## src/tli_pkg.sv

```systemverilog
`default_nettype none
package tli_pkg;

    // ****************************************
    // Sizes and source placement
    // ****************************************
    localparam int          NUM_SRC   = 22;
    localparam int          IDX_W     = 5;
    localparam int          EXT0_IDX  = 0;
    localparam int          EXT1_IDX  = 2;

    // ****************************************
    // Vector layout and reset values
    // ****************************************
    localparam logic [15:0] VEC_BASE    = 16'h0003;
    localparam logic [15:0] VEC_STEP    = 16'h0008;
    localparam logic [21:0] HW_CLR_MASK = 22'h00000f;
    localparam logic [21:0] PEND_RST    = 22'h000000;
    localparam logic [21:0] PRIO_RST    = 22'h000000;
    localparam logic [15:0] VEC_RST     = 16'h0000;

    typedef enum {
        tli_st_idle,
        tli_st_req
    } tli_st_t;

    // Entry address of a source's service routine
    function automatic logic [15:0] tli_vec_addr(input logic [IDX_W-1:0] idx);
        tli_vec_addr = VEC_BASE + VEC_STEP * {11'h000, idx};
    endfunction

endpackage
`default_nettype wire

```

## src/tli_sync.sv

```systemverilog
`timescale 1ns/100ps
`default_nettype none
module tli_sync #(
    parameter int W = 2
) (
    input  wire logic         sys_clk,
    input  wire logic         rst,
    input  wire logic [W-1:0] pin_in,
    output var  logic [W-1:0] level_q,
    output var  logic [W-1:0] fall_q
);

    if (W < 1) begin : g_chk
        $error("tli_sync: W must be positive");
    end

    // ****************************************
    // Two-stage capture of asynchronous pins
    // ****************************************
    logic [W-1:0] meta_r;
    logic [W-1:0] sync_r;
    logic [W-1:0] prev_r;

    // Idle pins are high, so reset to high avoids a false edge at release
    always_ff @(posedge sys_clk or posedge rst) begin
        if (rst) begin
            meta_r <= {W{1'b1}};
            sync_r <= {W{1'b1}};
            prev_r <= {W{1'b1}};
        end else begin
            meta_r <= pin_in;
            sync_r <= meta_r;
            prev_r <= sync_r;
        end
    end

    assign level_q = sync_r;
    assign fall_q  = prev_r & ~sync_r;

endmodule
`default_nettype wire

```

## src/tli_arb.sv

```systemverilog
`timescale 1ns/100ps
`default_nettype none
module tli_arb
    import tli_pkg::*;
#(
    parameter int N = NUM_SRC
) (
    input  wire logic [N-1:0]     req_hi,
    input  wire logic [N-1:0]     req_lo,
    output var  logic             found,
    output var  logic [IDX_W-1:0] win_idx,
    output var  logic             win_hi
);

    // Index field must be able to name every source
    if (N < 1 || N > (1 << IDX_W)) begin : g_chk
        $error("tli_arb: N out of range");
    end

    // ****************************************
    // Level first, then lowest index wins
    // ****************************************
    always_comb begin
        found   = 1'b0;
        win_idx = '0;
        win_hi  = 1'b0;
        for (int i = N - 1; i >= 0; i--) begin
            if (req_lo[i]) begin
                found   = 1'b1;
                win_idx = IDX_W'(i);
            end
        end
        // High level overrides anything found at low level
        for (int i = N - 1; i >= 0; i--) begin
            if (req_hi[i]) begin
                found   = 1'b1;
                win_idx = IDX_W'(i);
                win_hi  = 1'b1;
            end
        end
    end

endmodule
`default_nettype wire

```

## src/tli_ctrl.sv

```systemverilog
// What this block does
// - Twenty-two sources, each set to high or low priority level.
// - A valid source condition sets that source's pending flag.
// - An enabled, set pending flag raises a request to the CPU.
// - CPU finishes current instruction, then long-calls the source's fixed vector.
// - Return from service resumes the instruction that would have run next.
// - Flags set even when disabled; disabled flags never raise a request.
// - Every source has its own independent enable bit.
// - Source enables count only while the global enable is one.
// - Global enable at zero blocks every source.
// - Some flags clear by hardware on vectoring; others need software clear.
// - Flag still set after return re-enters after one further instruction.
// - Software writing one to a flag acts like a hardware event.
// - High level preempts low; high is never preempted; default is low.
// - Simultaneous requests: higher level first, then fixed source order.
`timescale 1ns/100ps
`default_nettype none
module tli_ctrl
    import tli_pkg::*;
#(
    parameter int               N_SRC  = NUM_SRC,
    parameter logic [N_SRC-1:0] HW_CLR = HW_CLR_MASK[N_SRC-1:0]
) (
    input  wire logic             sys_clk,
    input  wire logic             rst,
    input  wire logic [N_SRC-1:0] src_event,
    input  wire logic [N_SRC-1:0] sw_set,
    input  wire logic [N_SRC-1:0] sw_clr,
    input  wire logic [1:0]       ext_int_n,
    input  wire logic [1:0]       ext_edge_mode,
    input  wire logic             global_irq_enable,
    input  wire logic [N_SRC-1:0] src_enable,
    input  wire logic [N_SRC-1:0] src_prio,
    input  wire logic             prio_wr,
    input  wire logic             instr_boundary,
    input  wire logic             long_call_instr,
    input  wire logic             return_from_service_instr,
    output var  logic             irq_req_r,
    output var  logic [IDX_W-1:0] irq_src_r,
    output var  logic [15:0]      irq_vector_r,
    output var  logic             irq_level_r,
    output var  logic [N_SRC-1:0] pend_r,
    output var  logic             act_hi_r,
    output var  logic             act_lo_r
);

    // ****************************************
    // Elaboration checks
    // ****************************************
    if (N_SRC < 3 || N_SRC > NUM_SRC) begin : g_chk
        $error("tli_ctrl: N_SRC out of range");
    end

    function automatic logic [N_SRC-1:0] src_bit(input logic [IDX_W-1:0] i);
        src_bit    = '0;
        src_bit[i] = 1'b1;
    endfunction

    // ****************************************
    // External pins
    // ****************************************
    logic [1:0]       ext_q;
    logic [1:0]       ext_fall;
    logic [N_SRC-1:0] ext_edge_set;
    logic [N_SRC-1:0] ext_lvl_mask;
    logic [N_SRC-1:0] ext_lvl_val;

    tli_sync #(.W(2)) u_sync (
        .sys_clk (sys_clk),
        .rst     (rst),
        .pin_in  (ext_int_n),
        .level_q (ext_q),
        .fall_q  (ext_fall)
    );

    // Level mode: flag simply follows the pin, so the source must drop it in time
    always_comb begin
        ext_edge_set           = '0;
        ext_lvl_mask           = '0;
        ext_lvl_val            = '0;
        ext_edge_set[EXT0_IDX] = ext_edge_mode[0] & ext_fall[0];
        ext_edge_set[EXT1_IDX] = ext_edge_mode[1] & ext_fall[1];
        ext_lvl_mask[EXT0_IDX] = ~ext_edge_mode[0];
        ext_lvl_mask[EXT1_IDX] = ~ext_edge_mode[1];
        ext_lvl_val[EXT0_IDX]  = ~ext_q[0];
        ext_lvl_val[EXT1_IDX]  = ~ext_q[1];
    end

    // ****************************************
    // Pending flags
    // ****************************************
    logic             ack_take;
    logic [N_SRC-1:0] hw_clr;
    logic [N_SRC-1:0] pend_set;
    logic [N_SRC-1:0] pend_nxt;

    assign ack_take = long_call_instr & irq_req_r;
    assign hw_clr   = ack_take ? (HW_CLR & src_bit(irq_src_r)) : '0;
    assign pend_set = src_event | sw_set | ext_edge_set;

    always_comb begin
        pend_nxt = (pend_r & ~(sw_clr | hw_clr)) | pend_set;
        pend_nxt = (pend_nxt & ~ext_lvl_mask) | (ext_lvl_val & ext_lvl_mask);
    end

    always_ff @(posedge sys_clk or posedge rst) begin
        if (rst) begin
            pend_r <= PEND_RST[N_SRC-1:0];
        end else begin
            pend_r <= pend_nxt;
        end
    end

    logic [N_SRC-1:0] prio_r;
    always_ff @(posedge sys_clk or posedge rst) begin
        if (rst) begin
            prio_r <= PRIO_RST[N_SRC-1:0];
        end else if (prio_wr) begin
            prio_r <= src_prio;
        end
    end

    // ****************************************
    // Eligibility and arbitration
    // ****************************************
    logic [N_SRC-1:0] elig;
    logic [N_SRC-1:0] elig_hi;
    logic [N_SRC-1:0] elig_lo;
    logic             found;
    logic [IDX_W-1:0] win_idx;
    logic             win_hi;

    assign elig    = pend_r & src_enable & {N_SRC{global_irq_enable}};
    assign elig_hi = act_hi_r ? '0 : (elig & prio_r);
    assign elig_lo = (act_hi_r | act_lo_r) ? '0 : (elig & ~prio_r);

    tli_arb #(.N(N_SRC)) u_arb (
        .req_hi  (elig_hi),
        .req_lo  (elig_lo),
        .found   (found),
        .win_idx (win_idx),
        .win_hi  (win_hi)
    );

    // ****************************************
    // Request sequencing
    // ****************************************
    tli_st_t st_r;
    logic    skip_r;
    logic    sample_ok;

    assign sample_ok = instr_boundary & (st_r == tli_st_idle) & ~skip_r
                       & ~return_from_service_instr;

    always_ff @(posedge sys_clk or posedge rst) begin
        if (rst) begin
            skip_r <= 1'b0;
        end else if (return_from_service_instr) begin
            skip_r <= 1'b1;
        end else if (instr_boundary) begin
            skip_r <= 1'b0;
        end
    end

    always_ff @(posedge sys_clk or posedge rst) begin
        if (rst) begin
            st_r <= tli_st_idle;
        end else begin
            case (st_r)
                tli_st_idle: begin
                    if (sample_ok && found) begin
                        st_r <= tli_st_req;
                    end
                end
                tli_st_req: begin
                    if (long_call_instr) begin
                        st_r <= tli_st_idle;
                    end
                end
                default: begin
                    st_r <= tli_st_idle;
                end
            endcase
        end
    end

    always_ff @(posedge sys_clk or posedge rst) begin
        if (rst) begin
            irq_req_r    <= 1'b0;
            irq_src_r    <= '0;
            irq_vector_r <= VEC_RST;
            irq_level_r  <= 1'b0;
        end else if (sample_ok && found) begin
            irq_req_r    <= 1'b1;
            irq_src_r    <= win_idx;
            irq_vector_r <= tli_vec_addr(win_idx);
            irq_level_r  <= win_hi;
        end else if (ack_take) begin
            irq_req_r    <= 1'b0;
        end
    end

    always_ff @(posedge sys_clk or posedge rst) begin
        if (rst) begin
            act_hi_r <= 1'b0;
            act_lo_r <= 1'b0;
        end else begin
            if (return_from_service_instr) begin
                if (act_hi_r) begin
                    act_hi_r <= 1'b0;
                end else begin
                    act_lo_r <= 1'b0;
                end
            end
            if (ack_take) begin
                if (irq_level_r) begin
                    act_hi_r <= 1'b1;
                end else begin
                    act_lo_r <= 1'b1;
                end
            end
        end
    end
endmodule
`default_nettype wire

```

## config.mk

```make
export PLATFORM = sky130hd
export DESIGN_NAME = tli_ctrl
export DESIGN_NICKNAME = d
export VERILOG_FILES = /design/src/tli_pkg.sv /design/src/tli_sync.sv /design/src/tli_arb.sv /design/src/tli_ctrl.sv
export SDC_FILE = /design/constraint.sdc
export NUM_CORES = 1
export LEC_CHECK = 0
export BUFFER_PORTS_ARGS = -buffer_cell sky130_fd_sc_hd__buf_4
export CAP_MARGIN = 20
export CORE_MARGIN = 1.5
export CORE_UTILIZATION = 35
export DETAILED_ROUTE_END_ITERATION = 12
export PLACE_DENSITY = 0.66
export SETUP_SLACK_MARGIN = 0.5
export SYNTH_ARGS = -nofsm -noshare
export SYNTH_HDL_FRONTEND = slang
export SYNTH_SLANG_ARGS = --single-unit
```

## constraint.sdc

```tcl
create_clock -name sys_clk -period 2.47 [get_ports sys_clk]
set_input_delay 0.1235 -clock sys_clk [delete_from_list [all_inputs] [get_ports sys_clk]]
set_output_delay 0.1235 -clock sys_clk [all_outputs]
set_load 0.03 [all_outputs]
```

Yosys cells after proc, flatten, opt, wreduce, memory -nomap -nowiden
Cells that the tools add are included.
{"block": "op_classes", "n_addsub": 1, "n_lt_le_gt_ge": 2, "eq_ne": 3, "n_mux": 129, "bitwise": 30, "n_reduce_logical": 7}
{"cell": "two-way mux 5 bit", "count": 44}
{"cell": "AND 22 bit", "count": 6}
{"cell": "two-way mux 1 bit", "count": 78}
{"cell": "logical NOT 32 bit", "count": 2}
{"cell": "two-way mux 32 bit", "count": 2}
{"cell": "case mux 32 bit (2 select lines)", "count": 1}
{"cell": "two-way mux 22 bit", "count": 2}
{"cell": "inverter 22 bit", "count": 2}
{"cell": "OR 22 bit", "count": 2}
{"cell": "OR 22 x 3 -> 22 bit", "count": 2}
{"cell": "== test 32 x 1 -> 1 bit (second input constant)", "count": 1}
{"cell": "inverter 3 -> 22 bit", "count": 1}
{"cell": "OR 22 x 4 -> 22 bit", "count": 1}
{"cell": "adder 2 x 8 -> 9 bit (first input constant)", "count": 1}
{"cell": "AND 1 bit", "count": 6}
{"cell": "< comparator 5 x 6 -> 1 bit (second input constant)", "count": 1}
{"cell": "inverter 1 bit", "count": 6}
{"cell": "demux 1 bit (select 5 bit)", "count": 1}
{"cell": ">= comparator 5 x 1 -> 1 bit (second input constant)", "count": 1}
{"cell": "two-way mux 4 bit", "count": 1}
{"cell": "!= test 2 bit (second input constant)", "count": 2}
{"cell": "nonzero test 2 bit", "count": 2}
{"cell": "AND 3 bit", "count": 1}
{"cell": "AND 2 bit", "count": 1}
{"cell": "other kinds (4)", "count": 5}
{"block": "totals", "ff_bits": 108, "output_inout_bits": 47}

Depth between registers and ports, before layout
Gate-level depths: netlist of the first run.
{"block": "logic_depth", "depth_word": 51, "mapped_depth": 10, "depth_no_buf": 7}

Hierarchy
Synthesis of the first run repeated with hierarchy kept, for this count alone.
{"block": "unflattened", "hier_cells": 369, "hier_area_um2": 3434.5}
{"mod": "tli_ctrl", "n_inst": 1, "cells_per_inst": 263, "area_per_inst_um2": 2698.8, "seq_area_each_um2": 1401.3}
{"mod": "tli_arb", "n_inst": 1, "cells_per_inst": 97, "area_per_inst_um2": 546.8, "seq_area_each_um2": 0.0}
{"mod": "tli_sync", "n_inst": 1, "cells_per_inst": 9, "area_per_inst_um2": 188.9, "seq_area_each_um2": 157.7}

Worst setup path before layout of the first run
OpenSTA, ideal clock, no wires.
{"block": "synth_timing", "kind": "flip-flop to flip-flop", "start": "reg act_lo_r", "end": "reg irq_level_r", "arrival_time_ns": 2.231, "required_ns": 2.342, "path_slack_ns": 0.112, "stages_incl_launch_ff": 8, "n_path_buf": 1, "path_cell_list": "dfrtp_1 > or3b_1 > buf_4 > o32ai_1 > nor4_2 > nand3_1 > o41ai_4 > mux2_1"}
{"block": "synth_between", "elab_chain_cells": 47}
{"item": "start: declaration", "line_no": "tli_ctrl.sv:44", "source": "output var logic act_lo_r"}
{"item": "start signal: assignment", "line_no": "tli_ctrl.sv:206", "source": "act_lo_r <= 1'b0;"}
{"item": "start signal: assignment", "line_no": "tli_ctrl.sv:212", "source": "act_lo_r <= 1'b0;"}
{"item": "start signal: assignment", "line_no": "tli_ctrl.sv:219", "source": "act_lo_r <= 1'b1;"}
{"item": "OR 1 bit *", "line_no": "tli_ctrl.sv:135", "source": "assign elig_lo = (act_hi_r | act_lo_r) ? '0 : (elig & ~prio_r);"}
{"item": "two-way mux 22 bit *", "line_no": "tli_ctrl.sv:135"}
{"item": "two-way mux 1 bit (21 in a row)", "line_no": "tli_arb.sv:28", "source": "if (req_lo[i]) begin"}
{"item": "two-way mux 1 bit *", "line_no": "tli_arb.sv:28"}
{"item": "two-way mux 1 bit * (22 in a row)", "line_no": "tli_arb.sv:35", "source": "if (req_hi[i]) begin"}
{"item": "logical AND 1 bit *", "line_no": "tli_ctrl.sv:193", "source": "end else if (sample_ok && found) begin"}
{"item": "end signal: assignment", "line_no": "tli_ctrl.sv:197", "source": "irq_level_r <= win_hi;"}
{"item": "end: declaration", "line_no": "tli_ctrl.sv:41", "source": "output var logic irq_level_r,"}
Every way passes the cells marked *; elsewhere a longest branch is shown, timed or not.
A chain may end at the register's enable or synchronous reset.

Worst setup path in the final report of the first run
{"block": "layout_timing", "start": "reg pend_r[13]", "end": "reg irq_level_r"}
{"block": "layout_between", "elab_chain_cells": 41, "word_cells_on_any_way": 57, "cone_classes": "52 x mux; 4 x bitwise; 1 x reduce/logical"}
{"item": "start: declaration", "line_no": "tli_ctrl.sv:42", "source": "output var logic [N_SRC-1:0] pend_r,"}
{"item": "start signal: assignment", "line_no": "tli_ctrl.sv:108", "source": "pend_r <= PEND_RST[N_SRC-1:0];"}
{"item": "start signal: assignment", "line_no": "tli_ctrl.sv:110", "source": "pend_r <= pend_nxt;"}
{"item": "AND 22 bit * (2 in a row)", "line_no": "tli_ctrl.sv:133", "source": "assign elig = pend_r & src_enable & {N_SRC{global_irq_enable}};"}
{"item": "AND 22 bit", "line_no": "tli_ctrl.sv:135"}
{"item": "two-way mux 22 bit", "line_no": "tli_ctrl.sv:135"}
{"item": "two-way mux 1 bit (14 in a row)", "line_no": "tli_arb.sv:28"}
{"item": "two-way mux 1 bit (22 in a row)", "line_no": "tli_arb.sv:35"}
{"item": "logical AND 1 bit", "line_no": "tli_ctrl.sv:193"}
Marked as above.

==> metrics.md, run 1 <==
| Metric | Value |
|---|---|
| Synth top cells by count | `dfrtp_1, o21ai_0, nor2_1` |
| Total negative setup slack | `0 ns` |
| Register Area | `0.00156 sq mm` |
| Final Critical Period | `2.11 ns` |
| Synth Area in Simple Gates | `21.7%` |
| Placement Setup Slack | `0.203 ns` |
| Ys flop type | `dfrtp_1` |
| Synth Area in Compound Gates | `18.7%` |
| Hold WC Path Type | `input port to register` |
| Cell family with most CP delay | `simple AND/OR/NAND/NOR gates` |
| Distinct cells, synth | `50` |
| Crit Path Class | `register to register` |
| Clock Latency Late Sink | `0.35 ns` |
| Maxcap violations | `0` |
| Row cnt | `36` |
| Relative slew slack | `54.4%` |
| Layout cells sized above 1 | `42.0%` |
| Area of the multi-input gates | `0.00180 sq mm` |
| Adder-Cell Fraction of Synth Area | `0%` |
| Post-synthesis async set-or-reset flop share | `100%` |
| Iter 0 DRT Violations | `77` |
| Vias in the first global route | `3560` |
| Fin. Hold Viols | `0` |
| P_leak | `0.00262 uW` |
| Mapped cell area | `0.00346 sq mm` |
| Max stage delay on crit path | `0.42 ns` |
| VDD IR max | `0.295 mV` |
| Top post-synthesis cells by area | `dfrtp_1, mux2_2, o21ai_0` |
| CP Data Arrival Time | `2.34 ns` |
| Clock buffer depth | `2` |
| RSZ-0062 raised after global routing | `true` |
| Die area | `0.0105 sq mm` |
| Yosys warning count | `0` |
| Total GRT Usage | `21.3%` |
| First-pass GRT wire length | `17000 microns` |
| I/O pin cnt | `168` |
| CP Capture Type | `register` |
| DRT antenna net count | `0` |
| Antenna cells | `0` |
| Crit path max fanout | `4` |
| Layout Nets | `730` |
| H-tree depth | `3` |
| Die Y | `102 microns` |
| Status | `finished, final reports clean` |
| Critical path data required time | `2.69 ns` |
| Worst Path Buf+Inv | `0` |
| Seq/Total Area, Yosys | `45.0%` |
| Residual DRC count | `0` |
| Routed WL per cell | `15.0 microns` |
| GPL Wtd Cong | `0.926` |
| Final worst slack | `0.356 ns` |
| Worst-path clk slew | `0.07 ns` |
| Routed wire length | `11200 microns` |
| Worst path cell trace | `and3b_2 -> o21a_1 -> nor4_4 -> nand3_2 -> o41ai_4 -> mux2_1` |
| Setup violators final | `0` |
| Pin count of the biggest net entering global routing | `33` |
| Pwr Total | `3150 uW` |
| Startpoint class of the critical path | `register` |
| Cell count after synthesis | `383` |
| Grt total ovfl | `0` |
| TritonRoute pass-1 iters | `4` |
| Post-synth EDFFs | `0` |
| Yosys top cell by area | `dfrtp_1` |
| Post-route clock skew | `0.0106 ns` |
| Routed vias/inst | `4.91` |
| CTS tree | `done` |
| Clk sinks | `62` |
| Total CTS buffers | `9` |
| Critical-path top delay cell | `dfrtp_2` |
| Pins over their slew limit | `0` |
| Period Utilization, post-route | `85.6%` |
| Core area | `0.00968 sq mm` |
| Final instance area | `0.00566 sq mm` |
| Clock root cell | `clkbuf_8` |
| Via count | `3668` |
| Mux share of post-synthesis cell area | `6.83%` |
| PD cells | `556 mW/mm^2` |
| Fmax | `473 MHz` |
| Post-synthesis xor/xnor area fraction | `0%` |
| Yosys reg bits | `62` |
| Worst-margin pin slew | `0.683 ns` |
| Fillers | `890` |
| Dpl hpwl | `8220 microns` |
| Dpl cell area | `0.00478 sq mm` |
| Die W | `102 microns` |
| I/O Buffers | `158` |
| Main combinational cell family by area after synthesis | `simple AND/OR/NAND/NOR gates` |
| Initial antenna violation count | `0` |
| Area grow syn2layout | `63.6%` |
| Most frequent cell after synthesis | `dfrtp_1` |
| Synth Area per Inst | `9.04 sq um` |
| Initial Util | `35.7%` |
| Worst hold slack | `0.0100 ns` |
| Yosys top cell area share | `40.5%` |
[placed cells by master (no fill, tap or decap), drive strengths merged, types with 2 or more instances in the layout]
cell	netlist	layout
buf	18	179
dfrtp	56	56
dlygate4sd3	0	50
o21ai	44	44
nor2	37	37
nand2	29	29
inv	27	27
nand3	26	26
a21oi	25	25
mux2	21	21
nand3b	12	12
clkbuf	6	10
conb	1	9
or2	7	7
dfstp	6	6
nand2b	4	6
a31oi	5	5
nor3	5	5
nor4	5	5
nor2b	4	4
o31ai	4	4
or3b	4	4
o21a	3	3
a311o	3	3
clkinv	0	3
clkinvlp	0	3
and3b	3	3
nor3b	3	3
o211ai	2	2
a32o	2	2
o211a	2	2
a311oi	2	2
o22ai	2	2
o41ai	2	2
[worst paths after layout]
check / from / end / slack [ns] / cells past startpoint
worst max-delay path: pend_r[13]$_DFF_PP0_ / irq_level_r$_DFFE_PP0P_ / 0.36 / 6
worst min-delay path: src_prio[3] / prio_r[3]$_DFFE_PP0P_ / 0.01 / 2
worst max register to register: pend_r[13]$_DFF_PP0_ / irq_level_r$_DFFE_PP0P_ / 0.36 / 6
worst min register to register: u_sync.meta_r[0]$_DFF_PP1_ / u_sync.level_q[0]$_DFF_PP1_ / 0.36 / 0
max in group asynchronous: rst / u_sync.level_q[1]$_DFF_PP1_ / 1.35 / 4
min in group asynchronous: rst / pend_r[16]$_DFF_PP0_ / 0.44 / 3
[power by group]
| group | internal, uW | total (uW) | switching (uW) |
|---|---|---|---|
| Sequential | 1120 | 1220 | 105 |
| Combinational | 532 | 1120 | 589 |
| Clock | 385 | 804 | 419 |
[stage by stage]
step	std cells	utilization (%)
after floorplan	391	-
after global placement	665	49.4
after detailed placement	665	49.4
after CTS	737	57.3
after global routing	747	58.5
final	747	58.5
[sequential cells by signal, indices dropped and copies added (netlist names)]
signal	count
u_sync.level_q	2
irq_req_r	1
st_r	1
pend_r	22
u_sync.prev_r	2
irq_src_r	5
prio_r	22
irq_level_r	1
act_lo_r	1
u_sync.meta_r	2
irq_vector_r	1
act_hi_r	1
skip_r	1
[layer usage]
metal / routed length [microns] / global-route usage, %
met1: 4740 / 26.0
met2: 5770 / 38.3
met3: 574 / 4.72
met4: 126 / 4.74
met5: 0 / 0
[worst reg2reg max path, delay by kind of cell (launching register included)]
kind	cells	cell delay (ns)
AND/OR/NAND/NOR	3	0.64
flip-flops	1	0.42
AO/OA/AOI/OAI	2	0.59
multiplexers	1	0.35
[repair_timing]
item / in CTS / in global routing
hold buffers: 50 / 0
pin swaps: 5 / 7
buffers inserted: 5 / 9
hold endpoints to repair: 60 / 0
gates cloned: 1 / 1
endpoints found under the setup margin: 8 / 9
gates resized for setup: 8 / 8
[area by class of cell]
class,instances,area share [%]
Tap cell,133,2.94
Inverter,27,1.79
Clock buffer,10,2.43
Sequential cell,62,27.6
Clock inverter,6,0.663
Timing Repair Buffer,229,32.9
Multi-Input combinational cell,280,31.7
[logic make-up after synthesis]
group,Yosys count
flip-flops,62
AO/OA/AOI/OAI,104
other,1
multiplexers,21
AND/OR/NAND/NOR,144
buffers and inverters,51
No activity file was read; power rests on OpenSTA's default activity.
==> inputs of run 2 (changes only) <==
- clock period: 2.47 -> 2.5 ns (I/O delays scaled with it)
==> run 2 against run 1 <==
  * Flip-flop and latch count unchanged
  * Clock power is 50% higher
  * Final cell count is 1.1% higher
  * Combinational power about the same
  * Maximum frequency is essentially flat
  * Die area stayed put
  * Clock skew up 0.0018 ns
  * First-iteration DRC count is 29% higher
  * Core utilization is 2.3 points higher
  * Register-to-register slack better by 0.03 ns
  * Non-clock buffer count is 9 higher
  * Critical path type unchanged
  * Largest power group unchanged
==> metrics.md, run 2 (synthesis results as in run 1) <==
| Metric | Value |
|---|---|
| Fillers | `843 (-5.3%)` |
| First-pass GRT wire length | `17500 microns (+3.2%)` |
| Sw power | `1130 uW (+1.4%)` |
| Clk sinks | `62 (unchanged)` |
| Post-route clock skew | `0.0123 ns (+0.00177 ns)` |
| Fmax | `473 MHz (about the same)` |
| I/O Buffers | `158 (unchanged)` |
| Die area | `0.0105 sq mm (unchanged)` |
| Critical-path top delay cell | `o41ai_4` |
| Worst-path clk slew | `0.07 ns (about the same)` |
| P_int | `2430 uW (+19%)` |
| HP Start | `src_event[0]` |
| Pins over their slew limit | `0 (unchanged)` |
| Post-layout util | `60.7% (+2.3 points)` |
| PD cells | `604 mW/mm^2 (+8.7%)` |
| Hold WC Path Type | `input port to register` |
| CTS tree | `done` |
| Clock buffer depth | `2 (unchanged)` |
| Die W | `102 microns (unchanged)` |
| Initial Util | `35.7% (unchanged)` |
| Total CTS buffers | `9 (unchanged)` |
| Grt total ovfl | `0 (unchanged)` |
| Max stage delay on crit path | `0.44 ns (+0.02 ns)` |
| Antenna cells | `0 (unchanged)` |
| P_leak | `0.00271 uW (+3.2%)` |
| CP Depth | `7 (+1)` |
| FF-to-FF End | `irq_level_r$_DFFE_PP0P_` |
| Clock Latency Late Sink | `0.35 ns (about the same)` |
| Switching share of power | `31.7% (-3.6 points)` |
| Cell family with most CP delay | `simple AND/OR/NAND/NOR gates` |
| Seq pwr share | `34.3% (-4.6 points)` |
| Startpoint class of the critical path | `register` |
| GPL Wtd Cong | `0.938 (+1.3%)` |
| DRT antenna net count | `0 (unchanged)` |
| FF-to-FF setup slack | `0.39 ns (+0.03 ns)` |
| Routed WL per cell | `15.5 microns (+3.1%)` |
| Hold path cells | `3 (+1)` |
| Maxcap violations | `0 (unchanged)` |
| Most frequent cells in the layout | `buf_4, dlygate4sd3_1, dfrtp_1` |
| Fin. Hold Viols | `0 (unchanged)` |
| Final Critical Period | `2.11 ns (-0.000336 ns)` |
| Routed vias/inst | `4.92 (+0.15%)` |
| Via count | `3713 (+1.2%)` |
| Largest regs | `pend_r (22), prio_r (22), irq_src_r (5)` |
| Total negative setup slack | `0 ns (unchanged)` |
| Pin count of the biggest net entering global routing | `33 (unchanged)` |
| Area grow syn2layout | `70.0%` |
| Dpl hpwl | `8440 microns (+2.7%)` |
| Final instance area | `0.00588 sq mm (+3.9%)` |
| Total GRT Usage | `22.2% (+0.94 points)` |
| Relative slew slack | `53.9% (-0.49 points)` |
| Initial antenna violation count | `0 (unchanged)` |
| FF-to-FF path depth | `7 (+1)` |
| CP Data Arrival Time | `2.35 ns (about the same)` |
| Worst path cell trace | `or3b_4 -> buf_6 -> a21oi_4 -> nor4_4 -> nand3_2 -> o41ai_4 -> mux2_4` |
| Commonest non-fill, non-tap cell in the layout | `buf_4` |
| Row cnt | `36 (unchanged)` |
| Iter 0 DRT Violations | `99 (+29%)` |
| WHS Endpoint | `pend_r[0]$_DFF_PP0_` |
| CP Capture Type | `register` |
| Worst hold slack | `0.0101 ns (+0.0000217 ns)` |
| Worst-margin pin slew | `0.690 ns (+0.00727 ns)` |
| Final worst slack | `0.386 ns (+0.0303 ns)` |
| Status | `finished, final reports clean` |
| Clock root cell | `clkbuf_8` |
| Vias in the first global route | `3552 (-0.22%)` |
| Routed wire length | `11700 microns (+4.3%)` |
| Critical path data required time | `2.74 ns (+0.05 ns)` |
| Logic gate share of total power | `31.6% (-4.0 points)` |
| Worst Path Buf+Inv | `1 (+1)` |
| Clock power frac | `34.0% (+8.5 points)` |
| Layout Nets | `738 (+1.1%)` |
| Layout cells sized above 1 | `41.2% (-0.86 points)` |
| H-tree depth | `3 (unchanged)` |
| Crit path max fanout | `6 (+2)` |
| Period Utilization, post-route | `84.6% (-1.0 points)` |
| Start of the worst register-to-register path | `act_hi_r$_DFF_PP0_` |
| Residual DRC count | `0 (unchanged)` |
| Setup violators final | `0 (unchanged)` |
| I/O pin cnt | `168 (unchanged)` |
| Worst Setup SP | `act_hi_r$_DFF_PP0_` |
| Core area | `0.00968 sq mm (unchanged)` |
| Crit Path Class | `register to register` |
| Die Y | `102 microns (unchanged)` |
| TritonRoute pass-1 iters | `5 (+1)` |
| RSZ-0062 raised after global routing | `true` |
| VDD IR max | `0.309 mV (+4.7%)` |
| Dpl cell area | `0.00478 sq mm (unchanged)` |
| Placement Setup Slack | `0.145 ns (-0.0574 ns)` |
[run 2: cell count changes in the layout (fill, tap and decap cells not counted), sizes merged]
cell / delta
buf: -3
bufinv: +4
clkinv: -2
clkinvlp: -2
dlygate4sd3: +12
nand2b: -1
[run 2: layer usage]
layer	share of wire, %	vias up	global-route usage, %
met5	0	-	0
met4	1.4	0	7.48
met3	4.5	14	3.56
met2	52	129	39.6
met1	42	1756	27.3
li1	-	1814	-
[run 2: cell type report]
type | count | area (sq um) | area share (%)
clock buffers | 10 | 138 | 2.34
well taps | 133 | 166 | 2.83
multi-input cells | 279 | 1820 | 31.0
flip-flops and latches | 62 | 1560 | 26.6
clock inverters | 6 | 133 | 2.25
inverters | 27 | 101 | 1.72
repair buffers | 238 | 1960 | 33.2
[run 2: worst max-delay path by stage]
stage                                    endpoint  slack, ns
after floorplan           irq_level_r$_DFFE_PP0P_       0.41
after global placement    irq_level_r$_DFFE_PP0P_       0.22
after detailed placement  irq_level_r$_DFFE_PP0P_       0.15
after CTS                 irq_level_r$_DFFE_PP0P_       0.36
after global routing      irq_level_r$_DFFE_PP0P_       0.29
final                     irq_level_r$_DFFE_PP0P_       0.39
[run 2: worst reg2reg max path: stages, from the launching register on]
cell	delay, ns
dfrtp_2	0.40
or3b_4	0.19
buf_6	0.13
a21oi_4	0.04
nor4_4	0.33
nand3_2	0.15
o41ai_4	0.44
mux2_4	0.34
[run 2: through the flow]
| stage | std cells | power (uW) |
|---|---|---|
| after floorplan | 391 | 1820 |
| after global placement | 665 | 2190 |
| after detailed placement | 665 | 2200 |
| after CTS | 749 | 3530 |
| after global routing | 755 | 3720 |
| final | 755 | 3550 |
[run 2: power groups by stage]
stage | clock network, uW | registers [uW] | logic (uW)
floorplan | 0 | 1320 | 508
global placement | 0 | 1230 | 958
detailed placement | 0 | 1240 | 961
CTS | 1230 | 1220 | 1080
global route | 1280 | 1230 | 1210
finish | 1210 | 1220 | 1120
[run 2: repair_timing]
item                                    in CTS  in global routing
pin swaps                                    5                  1
resized for setup                            9                 14
hold buffers                                62                  0
hold endpoints to repair                    72                  0
cloned                                       1                  1
endpoints found under the setup margin       8                 10
buffers inserted                             5                  5
==> inputs of run 3 (changes only) <==
- clock period: 2.5 -> 2 ns (I/O delays scaled with it)
==> run 3 against run 2 <==
  * The flow now finishes with violations (negative setup slack)
  * Core utilization up 5.0 points
  * Non-clock buffer count up 58
  * Clock power down 5%
  * Critical path depth up 2
  * Register-to-register slack worse by 0.52 ns
  * Hold slack better by 0.081 ns
  * Final area up 8.3%
  * Die area unchanged
  * Largest cell class unchanged
  * Highest routed layer unchanged
==> metrics.md, run 3 (synthesis results as in run 1) <==
| Metric | Value |
|---|---|
| Grt total ovfl | `0 (unchanged)` |
| RSZ-0062 raised after global routing | `true` |
| CP Capture Type | `register` |
| Largest regs | `pend_r (22), prio_r (22), irq_src_r (5)` |
| Total CTS buffers | `9 (unchanged)` |
| Worst-margin pin slew | `0.681 ns (-0.00849 ns)` |
| Failing checks | `negative setup slack` |
| DRT antenna net count | `0 (unchanged)` |
| Die area | `0.0105 sq mm (unchanged)` |
| Commonest non-fill, non-tap cell in the layout | `buf_4` |
| Dpl hpwl | `8590 microns (+1.8%)` |
| Start of the worst register-to-register path | `act_hi_r$_DFF_PP0_` |
| Vias in the first global route | `3912 (+10%)` |
| Via count | `3902 (+5.1%)` |
| H-tree depth | `3 (unchanged)` |
| Pins over their slew limit | `0 (unchanged)` |
| Core area | `0.00968 sq mm (unchanged)` |
| Clock root cell | `clkbuf_8` |
| Initial Util | `35.7% (unchanged)` |
| Dpl cell area | `0.00516 sq mm (+7.9%)` |
| Most frequent cells in the layout | `buf_4, dlygate4sd3_1, dfrtp_1` |
| Layout cells sized above 1 | `46.0% (+4.9 points)` |
| Routed vias/inst | `4.80 (-2.4%)` |
| Routed wire length | `12000 microns (+2.6%)` |
| Post-route clock skew | `0.00624 ns (-0.00608 ns)` |
| Max stage delay on crit path | `0.47 ns (+0.03 ns)` |
| Clock Latency Late Sink | `0.35 ns (about the same)` |
| I/O Buffers | `158 (unchanged)` |
| Total negative setup slack | `-0.238 ns (-0.238 ns)` |
| Critical path data required time | `2.22 ns (-0.52 ns)` |
| Critical-path top delay cell | `or3b_2` |
| I/O pin cnt | `168 (unchanged)` |
| Crit path max fanout | `11 (+5)` |
| Layout Nets | `796 (+7.9%)` |
| Clock buffer depth | `2 (unchanged)` |
| Maxcap violations | `0 (unchanged)` |
| Final instance area | `0.00637 sq mm (+8.3%)` |
| Residual DRC count | `0 (unchanged)` |
| Initial antenna violation count | `0 (unchanged)` |
| VDD IR max | `0.434 mV (+41%)` |
| Clk sinks | `62 (unchanged)` |
| Worst path cell trace | `buf_4 -> buf_4 -> nand2b_4 -> buf_4 -> or3b_2 -> o21ai_2 -> nand2_1 -> a31oi_4 -> o41ai_4` |
| WHS Endpoint | `pend_r[1]$_DFF_PP0_` |
| Startpoint class of the critical path | `register` |
| Row cnt | `36 (unchanged)` |
| Setup violators final | `3 (+3)` |
| Final Critical Period | `2.14 ns (+0.0209 ns)` |
| Iter 0 DRT Violations | `133 (+34%)` |
| CTS tree | `done` |
| Placed insts | `711 (+6.9%)` |
| Hold path cells | `3 (unchanged)` |
| FF-to-FF End | `irq_src_r[0]$_DFFE_PP0P_` |
| CP Data Arrival Time | `2.35 ns (about the same)` |
| Most used cell, CP | `buf_4` |
| Pin count of the biggest net entering global routing | `34 (+3.0%)` |
| PD cells | `678 mW/mm^2 (+12%)` |
| TritonRoute pass-1 iters | `4 (-1)` |
| Die W | `102 microns (unchanged)` |
| Area grow syn2layout | `84.1%` |
| First-pass GRT wire length | `18700 microns (+6.8%)` |
| Cell family with most CP delay | `simple AND/OR/NAND/NOR gates` |
| Fin. Hold Viols | `0 (unchanged)` |
| Final worst slack | `-0.135 ns (-0.521 ns)` |
| Crit Path Class | `register to register` |
| Fmax | `468 MHz (-0.98%)` |
| Worst Path Buf+Inv | `3 (+2)` |
| Die Y | `102 microns (unchanged)` |
| Final Instance Count excl. Fillers | `813 (+7.7%)` |
| Antenna cells | `0 (unchanged)` |
| P_leak | `0.00296 uW (+9.6%)` |
| Status | `finished with violations` |
| Period Utilization, post-route | `107% (+22 points)` |
| Total GRT Usage | `23.4% (+1.2 points)` |
| HP Start | `sw_clr[1]` |
| FF-to-FF setup slack | `-0.14 ns (-0.52 ns)` |
| Relative slew slack | `54.5% (+0.54 points)` |
| FF-to-FF path depth | `9 (+2)` |
| GPL Wtd Cong | `0.864 (-7.9%)` |
| Hold WC Path Type | `input port to register` |
| Worst-path clk slew | `0.07 ns (about the same)` |
| Routed WL per cell | `14.8 microns (-4.7%)` |
[run 3: cell types whose count changed in the layout (fill, tap and decap cells not counted), sizes merged]
cell	before	now
clkinvlp	1	4
buf	176	222
bufinv	4	1
clkbuf	10	11
inv	27	26
dlygate4sd3	62	74
[run 3: what timing repair did]
action | 4_1_cts | 5_1_grt
cloned | 1 | 0
pin swaps | 9 | 10
hold endpoints to repair | 78 | 0
resized for setup | 25 | 13
setup endpoints to repair | 11 | 13
hold buffers | 74 | 0
setup buffers | 8 | 3
[run 3: worst max path at each step]
stage	from	end	slack (ns)	depth (start not counted)
6_report	act_hi_r$_DFF_PP0_	irq_src_r[0]$_DFFE_PP0P_	-0.14	9
3_3_place_gp	pend_r[12]$_DFF_PP0_	irq_level_r$_DFFE_PP0P_	-0.05	6
3_5_place_dp	act_lo_r$_DFF_PP0_	irq_src_r[0]$_DFFE_PP0P_	-0.13	8
2_1_floorplan	pend_r[12]$_DFF_PP0_	irq_level_r$_DFFE_PP0P_	-0.09	6
4_1_cts	act_hi_r$_DFF_PP0_	irq_src_r[0]$_DFFE_PP0P_	-0.05	8
5_1_grt	act_hi_r$_DFF_PP0_	irq_src_r[0]$_DFFE_PP0P_	-0.22	10
[run 3: report_power, final]
part	total (uW)	switching (uW)	internal, uW
combinational	1660	828	836
sequential	1510	123	1390
clock	1150	509	640
[run 3: final cells by class]
| type | instances | area [sq um] |
|---|---|---|
| clock buffer | 11 | 151 |
| tap | 133 | 166 |
| fill | 828 | 3310 |
| clock inverter | 5 | 57.6 |
| multi-input combinational | 279 | 1880 |
| inverter | 27 | 105 |
| sequential | 62 | 1570 |
| timing repair buffer | 296 | 2440 |
[run 3: stage by stage]
stage	worst slack (ns)	hold WS, ns	power, uW	util, %
floorplan	-0.0936	0.104	2300	-
global placement	-0.0488	0.210	2870	53.3
detailed placement	-0.135	0.211	2880	53.3
CTS	-0.0458	0.0656	4280	64.9
global route	-0.224	0.0997	4560	65.8
finish	-0.135	0.0914	4320	65.8
[run 3: routing by layer]
metal  vias to the layer above  GRT usage (%)  routed length (microns)
li1                       1937              -                        -
met2                       118           42.0                     6310
met5                         -              0                        0
met1                      1833           28.7                     4970
met3                        14           4.04                      544
met4                         0           7.06                      162
[run 3: worst register-to-register path, cell delays in order (launching register included)]
cell,delay (ns)
dfrtp_2,0.44
buf_4,0.14
buf_4,0.13
nand2b_4,0.19
buf_4,0.16
or3b_2,0.47
o21ai_2,0.07
nand2_1,0.10
a31oi_4,0.21
o41ai_4,0.10
